<file path="src/pkg/gmq_defs.svh">
/*
 * Constants for the port C pin multiplexer and input qualifier: register
 * offsets, field widths, selector codes and reset values.
 * Assumes it is included by bare name from every module file of the block; the package file does not include it.
 */
`ifndef GMQ_DEFS_SVH
`define GMQ_DEFS_SVH

`define GMQ_NPIN       24
`define GMQ_NLOW       16
`define GMQ_NDATA      16
`define GMQ_NADDR      8
`define GMQ_GRP        8
`define GMQ_NGRP       3
`define GMQ_SEL_W      2
`define GMQ_PRD_W      8
`define GMQ_AW         8
`define GMQ_DW         32
`define GMQ_WIN_SHORT  3
`define GMQ_WIN_LONG   6

`define GMQ_OFS_MUX_LO  8'h00
`define GMQ_OFS_MUX_HI  8'h04
`define GMQ_OFS_QSEL_LO 8'h08
`define GMQ_OFS_QSEL_HI 8'h0c
`define GMQ_OFS_CTRL    8'h10
`define GMQ_OFS_DIR     8'h14
`define GMQ_OFS_DOUT    8'h18
`define GMQ_OFS_DIN     8'h1c

`define GMQ_SEL_GPIO   2'h0
`define GMQ_SEL_PER1   2'h1
`define GMQ_SEL_ASYNC  2'h3
`define GMQ_SEL_BUS    1
`define GMQ_RST_WORD   32'h0000_0000
`define GMQ_RST_HALF   16'h0000
`define GMQ_RST_PINS   24'h00_0000
`define GMQ_RST_PRD    8'h00
`define GMQ_PRD_ONE    8'h01

`endif

</file>
<file path="src/pkg/gmq_pkg.sv">
/*
 * Types shared by the pin multiplexer and qualifier modules.
 * Assumes nothing beyond a SystemVerilog compiler.
 */
package gmq_pkg;

	typedef enum logic [1:0] {
		GMQ_SYNC,
		GMQ_WIN3,
		GMQ_WIN6,
		GMQ_ASYNC
	} gmq_qmode_t;

	typedef logic [31:0] gmq_word_t;

endpackage

</file>
<file path="src/gmq_sync.sv">
/*
 * Three-stage pin synchroniser; the output moves only when the second and
 * third stages agree.
 * Assumes the pin is asynchronous to clock.
 */
`timescale 1ns/100ps
`include "gmq_defs.svh"

module gmq_sync
	import gmq_pkg::*;
(
	// Clock and reset
	input  wire logic clock,
	input  wire logic rst_b,
	// Pin side
	input  wire logic pin_raw,
	output logic      pin_sync
);

	logic [2:0] stage_r;
	logic [2:0] stage_nxt;
	logic       level_r;
	logic       level_nxt;

	always_comb begin
		stage_nxt = {stage_r[1:0], pin_raw};
		level_nxt = (stage_r[1] == stage_r[2]) ? stage_r[2] : level_r;
	end

	always_ff @(posedge clock) begin
		if (!rst_b) begin
			stage_r <= 3'h0;
			level_r <= 1'b0;
		end else begin
			stage_r <= stage_nxt;
			level_r <= level_nxt;
		end
	end

	assign pin_sync = level_r;

	a_sync_settle: assert property (@(posedge clock) disable iff (!rst_b)
		(stage_r[1] == stage_r[2]) |=> (level_r == $past(stage_r[2])))
		else $error("synchronised level did not follow agreeing stages");

endmodule // gmq_sync

</file>
<file path="src/gmq_qual.sv">
/*
 * Per-pin input qualifier: synchronise only, three- or six-sample window,
 * or raw pass-through.
 * Assumes sample_tick comes from the pin's group counter: a one-cycle pulse, or high every cycle for a period of 0 or 1.
 */
`timescale 1ns/100ps
`include "gmq_defs.svh"

module gmq_qual
	import gmq_pkg::*;
#(
	parameter int WIN_SHORT = `GMQ_WIN_SHORT,
	parameter int WIN_LONG  = `GMQ_WIN_LONG
)(
	// Clock and reset
	input  wire logic       clock,
	input  wire logic       rst_b,
	// Control
	input  wire gmq_qmode_t mode,
	input  wire logic       sample_tick,
	// Input levels
	input  wire logic       pin_sync,
	input  wire logic       pin_raw,
	// Qualified level
	output logic            pin_qual
);

	logic [WIN_LONG-1:0] samp_r;
	logic [WIN_LONG-1:0] samp_nxt;
	logic                q_r;
	logic                q_nxt;
	logic                ones3;
	logic                zeros3;
	logic                ones6;
	logic                zeros6;
	logic                win_equal;

	always_comb begin
		samp_nxt = sample_tick ? {samp_r[WIN_LONG-2:0], pin_sync} : samp_r;
		ones3    = &samp_r[WIN_SHORT-1:0];
		zeros3   = ~|samp_r[WIN_SHORT-1:0];
		ones6    = &samp_r;
		zeros6   = ~|samp_r;
		win_equal = 1'b0;
		q_nxt    = q_r;
		unique case (mode)
			GMQ_SYNC: begin
				q_nxt = pin_sync;
			end
			GMQ_WIN3: begin
				win_equal = ones3 | zeros3;
				q_nxt     = win_equal ? ones3 : q_r;
			end
			GMQ_WIN6: begin
				win_equal = ones6 | zeros6;
				q_nxt     = win_equal ? ones6 : q_r;
			end
			GMQ_ASYNC: begin
				q_nxt = pin_sync;
			end
		endcase
	end

	always_ff @(posedge clock) begin
		if (!rst_b) begin
			samp_r <= '0;
			q_r    <= 1'b0;
		end else begin
			samp_r <= samp_nxt;
			q_r    <= q_nxt;
		end
	end

	// The raw path skips every flip-flop here; the consumer must synchronise.
	assign pin_qual = (mode == GMQ_ASYNC) ? pin_raw : q_r;

	a_hold_level: assert property (@(posedge clock) disable iff (!rst_b)
		((mode == GMQ_WIN3 || mode == GMQ_WIN6) && !win_equal) |=> $stable(q_r))
		else $error("qualified level moved without an equal window");

	a_win_three: assert property (@(posedge clock) disable iff (!rst_b)
		(mode == GMQ_WIN3 && samp_r[2:0] == 3'h7) |=> q_r)
		else $error("three equal high samples did not raise the level");

	a_win_six: assert property (@(posedge clock) disable iff (!rst_b)
		(mode == GMQ_WIN6 && !q_r && samp_r[2:0] == 3'h7 && samp_r[5:3] != 3'h7)
		|=> !q_r)
		else $error("six-sample window changed on three samples");

	a_window_sync: assert property (@(posedge clock) disable iff (!rst_b)
		(mode == GMQ_WIN6 && samp_r == 6'h00) |=> !q_r)
		else $error("six low samples did not clear the level");

endmodule // gmq_qual

</file>
<file path="src/gmq_top.sv">
/*
 * Port C pin multiplexer with per-pin input qualification. Pins 64-79 go
 * to plain I/O or the external data bus, pins 80-87 to plain I/O or the
 * upper external address bits. All outputs are registered.
 * Assumes a register master on the same clock and pads outside that turn
 * pin_out and pin_oe_b into a wire level.
 */
`timescale 1ns/100ps
`include "gmq_defs.svh"

module gmq_top
	import gmq_pkg::*;
#(
	parameter logic [`GMQ_NDATA-1:0] DATA_IN_DEFAULT   = 16'h0000,
	parameter logic                  SHARED_IN_DEFAULT = 1'b1
)(
	// Clock and reset
	input  wire logic                  clock,
	input  wire logic                  rst_b,
	// Register port
	input  wire logic [`GMQ_AW-1:0]    reg_addr,
	input  wire logic [`GMQ_DW-1:0]    reg_wdata,
	input  wire logic                  reg_wr,
	input  wire logic                  reg_rd,
	output logic      [`GMQ_DW-1:0]    reg_rdata,
	// Package pins 64 to 87, index 0 is pin 64
	input  wire logic [`GMQ_NPIN-1:0]  pin_in,
	output logic      [`GMQ_NPIN-1:0]  pin_out,
	output logic      [`GMQ_NPIN-1:0]  pin_oe_b,
	// External memory interface side
	input  wire logic [`GMQ_NDATA-1:0] ext_data_out,
	input  wire logic                  ext_data_oe,
	output logic      [`GMQ_NDATA-1:0] ext_data_in,
	input  wire logic [`GMQ_NADDR-1:0] ext_addr_hi,
	// Shared peripheral input
	output logic                       periph_shared_in
);

	localparam int NPIN = `GMQ_NPIN;
	localparam int NSEL = `GMQ_NPIN * `GMQ_SEL_W;

	// Software-visible registers.
	logic [`GMQ_DW-1:0]    portc_low_select_r;
	logic [`GMQ_DW-1:0]    portc_low_select_nxt;
	logic [`GMQ_NLOW-1:0]  portc_high_select_r;
	logic [`GMQ_NLOW-1:0]  portc_high_select_nxt;
	logic [`GMQ_DW-1:0]    qsel_low_r;
	logic [`GMQ_DW-1:0]    qsel_low_nxt;
	logic [`GMQ_NLOW-1:0]  qsel_high_r;
	logic [`GMQ_NLOW-1:0]  qsel_high_nxt;
	logic [NPIN-1:0]       port_control_reg_r;
	logic [NPIN-1:0]       port_control_reg_nxt;
	logic [NPIN-1:0]       dir_r;
	logic [NPIN-1:0]       dir_nxt;
	logic [NPIN-1:0]       dout_r;
	logic [NPIN-1:0]       dout_nxt;
	logic [`GMQ_DW-1:0]    rdata_r;
	logic [`GMQ_DW-1:0]    rdata_nxt;

	// Routing outputs.
	logic [NPIN-1:0]       pin_out_r;
	logic [NPIN-1:0]       pin_out_nxt;
	logic [NPIN-1:0]       pin_oe_b_r;
	logic [NPIN-1:0]       pin_oe_b_nxt;
	logic [NPIN-1:0]       din_r;
	logic [NPIN-1:0]       din_nxt;
	logic [`GMQ_NDATA-1:0] ext_in_r;
	logic [`GMQ_NDATA-1:0] ext_in_nxt;
	logic                  shared_r;
	logic                  shared_nxt;

	// Sample period counters, one per eight-pin group.
	logic [`GMQ_PRD_W-1:0] cnt_r   [`GMQ_NGRP];
	logic [`GMQ_PRD_W-1:0] cnt_nxt [`GMQ_NGRP];
	logic [`GMQ_NGRP-1:0]  tick;

	logic [NSEL-1:0]       mux_all;
	logic [NSEL-1:0]       qsel_all;
	logic [NPIN-1:0]       pin_sync;
	logic [NPIN-1:0]       pin_qual;

	assign mux_all  = {portc_high_select_r, portc_low_select_r};
	assign qsel_all = {qsel_high_r, qsel_low_r};

	// Register write and read.
	always_comb begin
		portc_low_select_nxt  = portc_low_select_r;
		portc_high_select_nxt = portc_high_select_r;
		qsel_low_nxt          = qsel_low_r;
		qsel_high_nxt         = qsel_high_r;
		port_control_reg_nxt  = port_control_reg_r;
		dir_nxt               = dir_r;
		dout_nxt              = dout_r;
		if (reg_wr) begin
			unique case (reg_addr)
				`GMQ_OFS_MUX_LO:  portc_low_select_nxt  = reg_wdata;
				`GMQ_OFS_MUX_HI:  portc_high_select_nxt = reg_wdata[`GMQ_NLOW-1:0];
				`GMQ_OFS_QSEL_LO: qsel_low_nxt          = reg_wdata;
				`GMQ_OFS_QSEL_HI: qsel_high_nxt         = reg_wdata[`GMQ_NLOW-1:0];
				`GMQ_OFS_CTRL:    port_control_reg_nxt  = reg_wdata[NPIN-1:0];
				`GMQ_OFS_DIR:     dir_nxt               = reg_wdata[NPIN-1:0];
				`GMQ_OFS_DOUT:    dout_nxt              = reg_wdata[NPIN-1:0];
				default: begin
				end
			endcase
		end
		rdata_nxt = `GMQ_RST_WORD;
		if (reg_rd) begin
			unique case (reg_addr)
				`GMQ_OFS_MUX_LO:  rdata_nxt = portc_low_select_r;
				`GMQ_OFS_MUX_HI:  rdata_nxt = {`GMQ_RST_HALF, portc_high_select_r};
				`GMQ_OFS_QSEL_LO: rdata_nxt = qsel_low_r;
				`GMQ_OFS_QSEL_HI: rdata_nxt = {`GMQ_RST_HALF, qsel_high_r};
				`GMQ_OFS_CTRL:    rdata_nxt = {`GMQ_RST_PRD, port_control_reg_r};
				`GMQ_OFS_DIR:     rdata_nxt = {`GMQ_RST_PRD, dir_r};
				`GMQ_OFS_DOUT:    rdata_nxt = {`GMQ_RST_PRD, dout_r};
				`GMQ_OFS_DIN:     rdata_nxt = {`GMQ_RST_PRD, din_r};
				default:          rdata_nxt = `GMQ_RST_WORD;
			endcase
		end
	end

	always_ff @(posedge clock) begin
		if (!rst_b) begin
			portc_low_select_r  <= `GMQ_RST_WORD;
			portc_high_select_r <= `GMQ_RST_HALF;
			qsel_low_r          <= `GMQ_RST_WORD;
			qsel_high_r         <= `GMQ_RST_HALF;
			port_control_reg_r  <= `GMQ_RST_PINS;
			dir_r               <= `GMQ_RST_PINS;
			dout_r              <= `GMQ_RST_PINS;
			rdata_r             <= `GMQ_RST_WORD;
		end else begin
			portc_low_select_r  <= portc_low_select_nxt;
			portc_high_select_r <= portc_high_select_nxt;
			qsel_low_r          <= qsel_low_nxt;
			qsel_high_r         <= qsel_high_nxt;
			port_control_reg_r  <= port_control_reg_nxt;
			dir_r               <= dir_nxt;
			dout_r              <= dout_nxt;
			rdata_r             <= rdata_nxt;
		end
	end

	// A period of zero samples every cycle, otherwise every period cycles.
	always_comb begin
		for (int g = 0; g < `GMQ_NGRP; g++) begin
			logic [`GMQ_PRD_W-1:0] prd;
			prd = port_control_reg_r[g*`GMQ_PRD_W +: `GMQ_PRD_W];
			tick[g] = (prd == `GMQ_RST_PRD) || (cnt_r[g] >= prd - `GMQ_PRD_ONE);
			cnt_nxt[g] = tick[g] ? `GMQ_RST_PRD : cnt_r[g] + `GMQ_PRD_ONE;
		end
	end

	always_ff @(posedge clock) begin
		for (int g = 0; g < `GMQ_NGRP; g++) begin
			if (!rst_b) begin
				cnt_r[g] <= `GMQ_RST_PRD;
			end else begin
				cnt_r[g] <= cnt_nxt[g];
			end
		end
	end

	// Per-pin synchroniser and qualifier.
	for (genvar i = 0; i < NPIN; i++) begin : g_pin
		gmq_sync u_sync (
			.clock    (clock),
			.rst_b    (rst_b),
			.pin_raw  (pin_in[i]),
			.pin_sync (pin_sync[i])
		);

		gmq_qual u_qual (
			.clock       (clock),
			.rst_b       (rst_b),
			.mode        (gmq_qmode_t'(qsel_all[i*`GMQ_SEL_W +: `GMQ_SEL_W])),
			.sample_tick (tick[i / `GMQ_GRP]),
			.pin_sync    (pin_sync[i]),
			.pin_raw     (pin_in[i]),
			.pin_qual    (pin_qual[i])
		);
	end

	// Pin routing. The shared input takes the lowest-numbered pin whose
	// selector is 01, so overlapping selections resolve predictably.
	always_comb begin
		logic found;
		found       = 1'b0;
		shared_nxt  = SHARED_IN_DEFAULT;
		ext_in_nxt  = DATA_IN_DEFAULT;
		pin_out_nxt = dout_r;
		pin_oe_b_nxt = ~dir_r;
		din_nxt     = pin_qual;
		for (int i = 0; i < NPIN; i++) begin
			if (mux_all[i*`GMQ_SEL_W + `GMQ_SEL_BUS]) begin
				if (i < `GMQ_NDATA) begin
					pin_out_nxt[i]  = ext_data_out[`GMQ_NDATA-1-i];
					pin_oe_b_nxt[i] = ~ext_data_oe;
					ext_in_nxt[`GMQ_NDATA-1-i] = pin_qual[i];
				end else begin
					pin_out_nxt[i]  = ext_addr_hi[i-`GMQ_NDATA];
					pin_oe_b_nxt[i] = 1'b0;
				end
			end else if (!found &&
				mux_all[i*`GMQ_SEL_W +: `GMQ_SEL_W] == `GMQ_SEL_PER1) begin
				shared_nxt = pin_qual[i];
				found      = 1'b1;
			end
		end
	end

	always_ff @(posedge clock) begin
		if (!rst_b) begin
			pin_out_r  <= `GMQ_RST_PINS;
			pin_oe_b_r <= ~`GMQ_RST_PINS;
			din_r      <= `GMQ_RST_PINS;
			ext_in_r   <= DATA_IN_DEFAULT;
			shared_r   <= SHARED_IN_DEFAULT;
		end else begin
			pin_out_r  <= pin_out_nxt;
			pin_oe_b_r <= pin_oe_b_nxt;
			din_r      <= din_nxt;
			ext_in_r   <= ext_in_nxt;
			shared_r   <= shared_nxt;
		end
	end

	assign reg_rdata        = rdata_r;
	assign pin_out          = pin_out_r;
	assign pin_oe_b         = pin_oe_b_r;
	assign ext_data_in      = ext_in_r;
	assign periph_shared_in = shared_r;

	a_gpio_route: assert property (@(posedge clock) disable iff (!rst_b)
		(!portc_low_select_r[1]) |=>
		(pin_out_r[0] == $past(dout_r[0]) && pin_oe_b_r[0] == !$past(dir_r[0])))
		else $error("pin 64 in plain mode did not follow the port registers");

	a_data_route: assert property (@(posedge clock) disable iff (!rst_b)
		(portc_low_select_r[31] && ext_data_oe) |=>
		(!pin_oe_b_r[15] && pin_out_r[15] == $past(ext_data_out[0])))
		else $error("pin 79 did not carry data bit 0");

	a_addr_route: assert property (@(posedge clock) disable iff (!rst_b)
		(portc_high_select_r[1]) |=>
		(!pin_oe_b_r[16] && pin_out_r[16] == $past(ext_addr_hi[0])))
		else $error("pin 80 did not drive address bit 8");

	a_qsel_reset: assert property (@(posedge clock) disable iff (!rst_b)
		$rose(rst_b) |-> (qsel_low_r == `GMQ_RST_WORD && qsel_high_r == `GMQ_RST_HALF))
		else $error("qualifier selectors not cleared by reset");

	a_sample_space: assert property (@(posedge clock) disable iff (!rst_b)
		(tick[0] && port_control_reg_r[7:0] == 8'h04) |=> (!tick[0] [*3] ##1 tick[0]))
		else $error("group 0 samples not four cycles apart");

	a_async_pass: assert property (@(posedge clock) disable iff (!rst_b)
		(qsel_low_r[1:0] == `GMQ_SEL_ASYNC) |=> (din_r[0] == $past(pin_in[0])))
		else $error("raw mode did not pass pin 64 straight through");

	a_shared_default: assert property (@(posedge clock) disable iff (!rst_b)
		(!found_any()) |=> (periph_shared_in == SHARED_IN_DEFAULT))
		else $error("unrouted shared input left its default level");

	a_shared_pick: assert property (@(posedge clock) disable iff (!rst_b)
		(portc_high_select_r[15:14] == `GMQ_SEL_PER1 && !found_any_below()) |=>
		(periph_shared_in == $past(pin_qual[23])))
		else $error("pin 87 did not reach the shared input");

	// The readback and data-in paths are what software and the bus see.
	a_rdata_idle: assert property (@(posedge clock) disable iff (!rst_b)
		(!reg_rd) |=> (reg_rdata == `GMQ_RST_WORD))
		else $error("read data not cleared outside a read");

	a_rdata_din: assert property (@(posedge clock) disable iff (!rst_b)
		(reg_rd && reg_addr == `GMQ_OFS_DIN) |=> (reg_rdata == {`GMQ_RST_PRD, $past(din_r)}))
		else $error("pin data readback wrong");

	a_oe_reset: assert property (@(posedge clock) disable iff (!rst_b)
		$rose(rst_b) |-> (pin_oe_b_r == ~`GMQ_RST_PINS))
		else $error("pins driven after reset");

	a_plain_per: assert property (@(posedge clock) disable iff (!rst_b)
		(portc_low_select_r[1:0] == `GMQ_SEL_PER1) |=> (pin_out_r[0] == $past(dout_r[0])))
		else $error("pin 64 with selector 01 left plain output");

	a_data_release: assert property (@(posedge clock) disable iff (!rst_b)
		(portc_low_select_r[31] && !ext_data_oe) |=> pin_oe_b_r[15])
		else $error("pin 79 driven while the data bus is idle");

	a_data_in: assert property (@(posedge clock) disable iff (!rst_b)
		(portc_low_select_r[1]) |=> (ext_data_in[15] == $past(pin_qual[0])))
		else $error("pin 64 did not reach data bit 15");

	a_data_unrouted: assert property (@(posedge clock) disable iff (!rst_b)
		(!portc_low_select_r[1]) |=> (ext_data_in[15] == DATA_IN_DEFAULT[15]))
		else $error("unrouted data bit 15 left its default");

	a_addr_top: assert property (@(posedge clock) disable iff (!rst_b)
		(portc_high_select_r[15]) |=>
		(!pin_oe_b_r[23] && pin_out_r[23] == $past(ext_addr_hi[7])))
		else $error("pin 87 did not drive address bit 15");

	a_tick_zero: assert property (@(posedge clock) disable iff (!rst_b)
		(port_control_reg_r[15:8] == `GMQ_RST_PRD) |-> tick[1])
		else $error("group 1 period zero did not sample every cycle");

	a_shared_low: assert property (@(posedge clock) disable iff (!rst_b)
		(mux_all[1:0] == `GMQ_SEL_PER1) |=> (periph_shared_in == $past(pin_qual[0])))
		else $error("pin 64 did not win the shared input");

	function automatic logic found_any();
		logic f;
		f = 1'b0;
		for (int k = 0; k < NPIN; k++) begin
			f = f | (mux_all[k*`GMQ_SEL_W +: `GMQ_SEL_W] == `GMQ_SEL_PER1);
		end
		return f;
	endfunction

	function automatic logic found_any_below();
		logic f;
		f = 1'b0;
		for (int k = 0; k < NPIN-1; k++) begin
			f = f | (mux_all[k*`GMQ_SEL_W +: `GMQ_SEL_W] == `GMQ_SEL_PER1);
		end
		return f;
	endfunction

endmodule // gmq_top

</file>
<file path="config.mk">
export PLATFORM = sky130hd
export DESIGN_NAME = gmq_top
export DESIGN_NICKNAME = d
export VERILOG_FILES = /design/src/pkg/gmq_pkg.sv /design/src/gmq_sync.sv /design/src/gmq_qual.sv /design/src/gmq_top.sv
export VERILOG_INCLUDE_DIRS = /design/src /design/src/pkg
export SDC_FILE = /design/constraint.sdc
export NUM_CORES = 1
export LEC_CHECK = 0
export BUFFER_PORTS_ARGS = -buffer_cell sky130_fd_sc_hd__buf_2
export CAP_MARGIN = 0
export CORE_MARGIN = 2
export CORE_UTILIZATION = 43
export CTS_CLUSTER_SIZE = 16
export DETAILED_ROUTE_END_ITERATION = 10
export GPL_TIMING_DRIVEN = 1
export REMOVE_ABC_BUFFERS = 1
export SYNTH_ARGS = -nofsm -noshare
export SYNTH_HDL_FRONTEND = slang
export SYNTH_SLANG_ARGS = --single-unit
</file>
<file path="constraint.sdc">
create_clock -name clock -period 6.1 [get_ports clock]
set_input_delay 0.61 -clock clock [delete_from_list [all_inputs] [get_ports clock]]
set_output_delay 0.61 -clock clock [all_outputs]
set_load 0.02 [all_outputs]
</file>
==> key figures <==
Clocking
  – CTS buffer count: 59
  – CTS sink count: 577
  – Clock-pin slew of the registers on the worst-case setup and hold paths: 0.06 ns
  – H-tree depth: 2
  – Clock Tree Root: clkbuf_16
  – TritonCTS clock tree: done
  – Hold buffer count at cts: 0
  – Cts repair resizes: 0
  – Worst-skew pair later-pin latency: 0.62 ns
  – CTS Buffer Depth: 3
  – Post-CTS Setup Bufs: 0

STA
  – Fin. max-slew vios: 0
  – Max-Slew Margin vs Limit: 23.6%
  – Final hold vios: 0
  – Max Freq: 0.284 GHz
  – Crit share post-route: 57.7%
  – Slew @ Worst Pin: 1.14 ns
  – Clock skew: 0.0134 ns
  – Finish-stage setup viols: 0
  – RSZ-0062 raised after global routing: false
  – Post-route minimum period: 3.52 ns
  – Total negative slack: 0 ns

Global routing
  – GR Util met3: 4.55%
  – Met2 usage: 37.6%
  – Vias in the first global route: 18900
  – Antenna violations before repair: 8
  – Busiest metal layer after global routing: met2
  – Gr usage total: 23.7%
  – Grt met1 use: 32.0%
  – GRT Residual Overflow: 0
  – First-pass GRT wire length: 110 mm
  – Pin count of the biggest net entering global routing: 152

Logic synthesis
  – Post-Synth Simple-Gate Area: 18.3%
  – Post-Synth XOR/XNOR Area: 1.30%
  – Largest family of logic cells by synthesized area: simple AND/OR/NAND/NOR gates
  – Multiplexer share of the synthesized area: 9.04%
  – Post-synth ARST share: 0%
  – Avg Synthesized Cell Area: 9.10 sq um
  – Synth top cells by count: dfxtp_1, nand2_1, nor2_1
  – Synth Area in Adders: 6.64%
  – Cell with the most instances after synthesis: dfxtp_1
  – Sequential share of the synthesized area: 47.5%
  – Synth warn: 0
  – Synth top area cells: dfxtp_1, mux2i_1, nand2_1
  – Ys flop type: dfxtp_1
  – Synth Register Bits: 577
  – Post-synth EDFFs: 0
  – Synth unique cells: 58
  – Synth Area in Compound Gates: 13.5%
  – Yosys top cell area share: 47.5%
  – Syn Std Cell Area: 0.0243 sq mm
  – Yosys top cell by area: dfxtp_1
  – Cells after Synth: 2670

Floorplanning
  – Die Area: 0.0584 sq mm
  – Die width: 242 um
  – Io pins: 190
  – Die height: 242 um
  – Core area: 0.0562 sq mm
  – FP Rows: 87
  – Starting Density: 43.3%

Detailed routing
  – Via count: 19800
  – Pre-antenna DRT Iters: 5
  – Via-to-Cell Ratio: 5.47
  – Initial drt markers: 1773
  – Post-DRT Antenna Nets: 0
  – DRC: 0
  – DR WL/cell: 19.7 um
  – Total Wirelength: 71.3 mm

Place
  – # port buffers: 189
  – Post-placement cell count: 3508
  – Placed cell areas: 0.0258 sq mm
  – DP HPWL: 48.9 mm
  – Final GP Congestion: 0.866

Power
  – Clock power share: 47.5%
  – Internal power: 5930 uW
  – Pwr Density: 272 mW/mm^2
  – Reg power frac: 50.3%
  – VDD IR max: 0.212 mV
  – Switch Pwr: 1630 uW
  – Total power: 7560 uW
  – Gate power share: 2.2%
  – LEAKAGE: 0.0114 uW
  – Switching Share: 21.6%

Setup path
  – CP endpoint kind: register
  – CP arrival: 4.00 ns
  – CP peak stage delay: 0.81 ns
  – Startpoint class of the critical path: register
  – CP Max Fanout: 26
  – Critical Path RT: 6.58 ns
  – CP max-delay cell: o21ai_4
  – CP Class: reg2reg
  – Cell chain of the critical path: or4_4, nor4_1, xnor2_1, ha_1, nand2_1, o21ai_4, buf_4, mux2i_1, nor2_1

Final layout
  – Post-Route Utilization: 49.4%
  – Final instance area: 0.0278 sq mm
  – Nets@finish: 3035
  – Layout cells sized above 1: 12.6%
  – Synth-to-Final Area Change: 14.2%
  – Final Instance Count excl. Fillers: 3616

Min path
  – HP Class: in2reg

Run
  – Max cap viols: 0

Outcome
  – Outcome: complete, no violations
[power by group through the flow]
stage | combinational, uW | clock [uW] | sequential (uW)
2_1_floorplan | 63.8 | 0 | 3880
3_3_place_gp | 167 | 0 | 3880
3_5_place_dp | 169 | 0 | 3880
4_1_cts | 170 | 3660 | 3800
5_1_grt | 183 | 3810 | 3800
6_report | 170 | 3590 | 3800
[worst max-delay path: cells and delay by family (launching register included)]
family,cells,cell delay [ns]
muxes,1,0.27
DFF,1,0.36
xor gates and xnor gates,1,0.12
buffers and inverters,1,0.52
AOI/OAI and AO/OA,1,0.81
and+or+nand+nor,4,0.98
adders and majority gates,1,0.30
[sequential cells by signal, indices dropped and copies added (netlist names), 24 cells and up]
register               flops
cnt_r                     24
din_r                     24
dir_r                     24
dout_r                    24
g_pin.u_qual.q_r          24
g_pin.u_qual.samp_r      144
g_pin.u_sync.pin_sync     24
g_pin.u_sync.stage_r      72
pin_oe_b                  24
pin_out                   24
port_control_reg_r        24
portc_low_select_r        32
qsel_low_r                32
reg_rdata                 32
[path summary, 6_finish.rpt]
kind | startpoint | to | slack, ns | cells past startpoint
worst max-delay path | port_control_reg_r[10] | g_pin[13].u_qual.samp_r[4] | 2.58 | 9
worst max register to register | port_control_reg_r[10] | g_pin[13].u_qual.samp_r[4] | 2.58 | 9
worst min register to register | g_pin[3].u_sync.stage_r[0] | g_pin[3].u_sync.stage_r[1] | 0.43 | 1
worst min-delay path | pin_in[6] | g_pin[6].u_sync.stage_r[0] | 0.21 | 2
[cell usage in the layout, fill, tap and decap left out, types with 5 or more instances in the layout]
cell type,count
clkbuf_1,10
clkbuf_8,16
nand3b_1,9
o221ai_1,13
ha_1,129
mux2_2,29
xor2_1,14
o21ai_0,72
a21oi_1,210
and3_1,17
and2_1,97
o22ai_1,7
a22o_1,19
mux2i_1,187
nor2b_1,11
nand3_1,77
a22oi_1,89
a21o_1,6
nand2_1,431
clkbuf_16,61
nand4_1,6
o211ai_1,11
inv_1,68
dfxtp_1,577
or3_1,15
nor4_1,5
diode_2,5
a311oi_1,5
nor3_1,18
buf_2,188
o31ai_1,15
a31oi_1,19
nand2b_1,26
clkinv_2,12
nor2_1,248
a41oi_1,34
buf_4,26
xnor2_1,22
[metal layers]
layer | vias up | wire, um
met5 | - | 40
met4 | 6 | 2540
met3 | 151 | 5110
met2 | 675 | 32100
met1 | 9456 | 31500
li1 | 9506 | -
[cell families after synthesis]
kind of cell	count (synthesis)
compound gates	521
xor+xnor	36
fa+ha+maj	129
buf+inv	202
flops	577
mux	216
simple gates	989
[cell type report]
cell class,instances,area (sq um)
repair buffers,215,1160
inverters,69,267
fillers,5360,28400
clock buffers,87,1780
multi-input cells,1891,11900
flip-flops and latches,577,11600
clock inverters,16,136
well taps,756,946
diodes,5,12.5
[stage by stage]
stage,hold slack [ns],worst slack (ns)
global placement,0.414,2.72
detailed placement,0.419,2.54
CTS,0.187,2.54
finish,0.215,2.58
global route,0.204,2.33
floorplan,0.412,-0.829
Note: power is estimated with default switching activity, not from simulation.
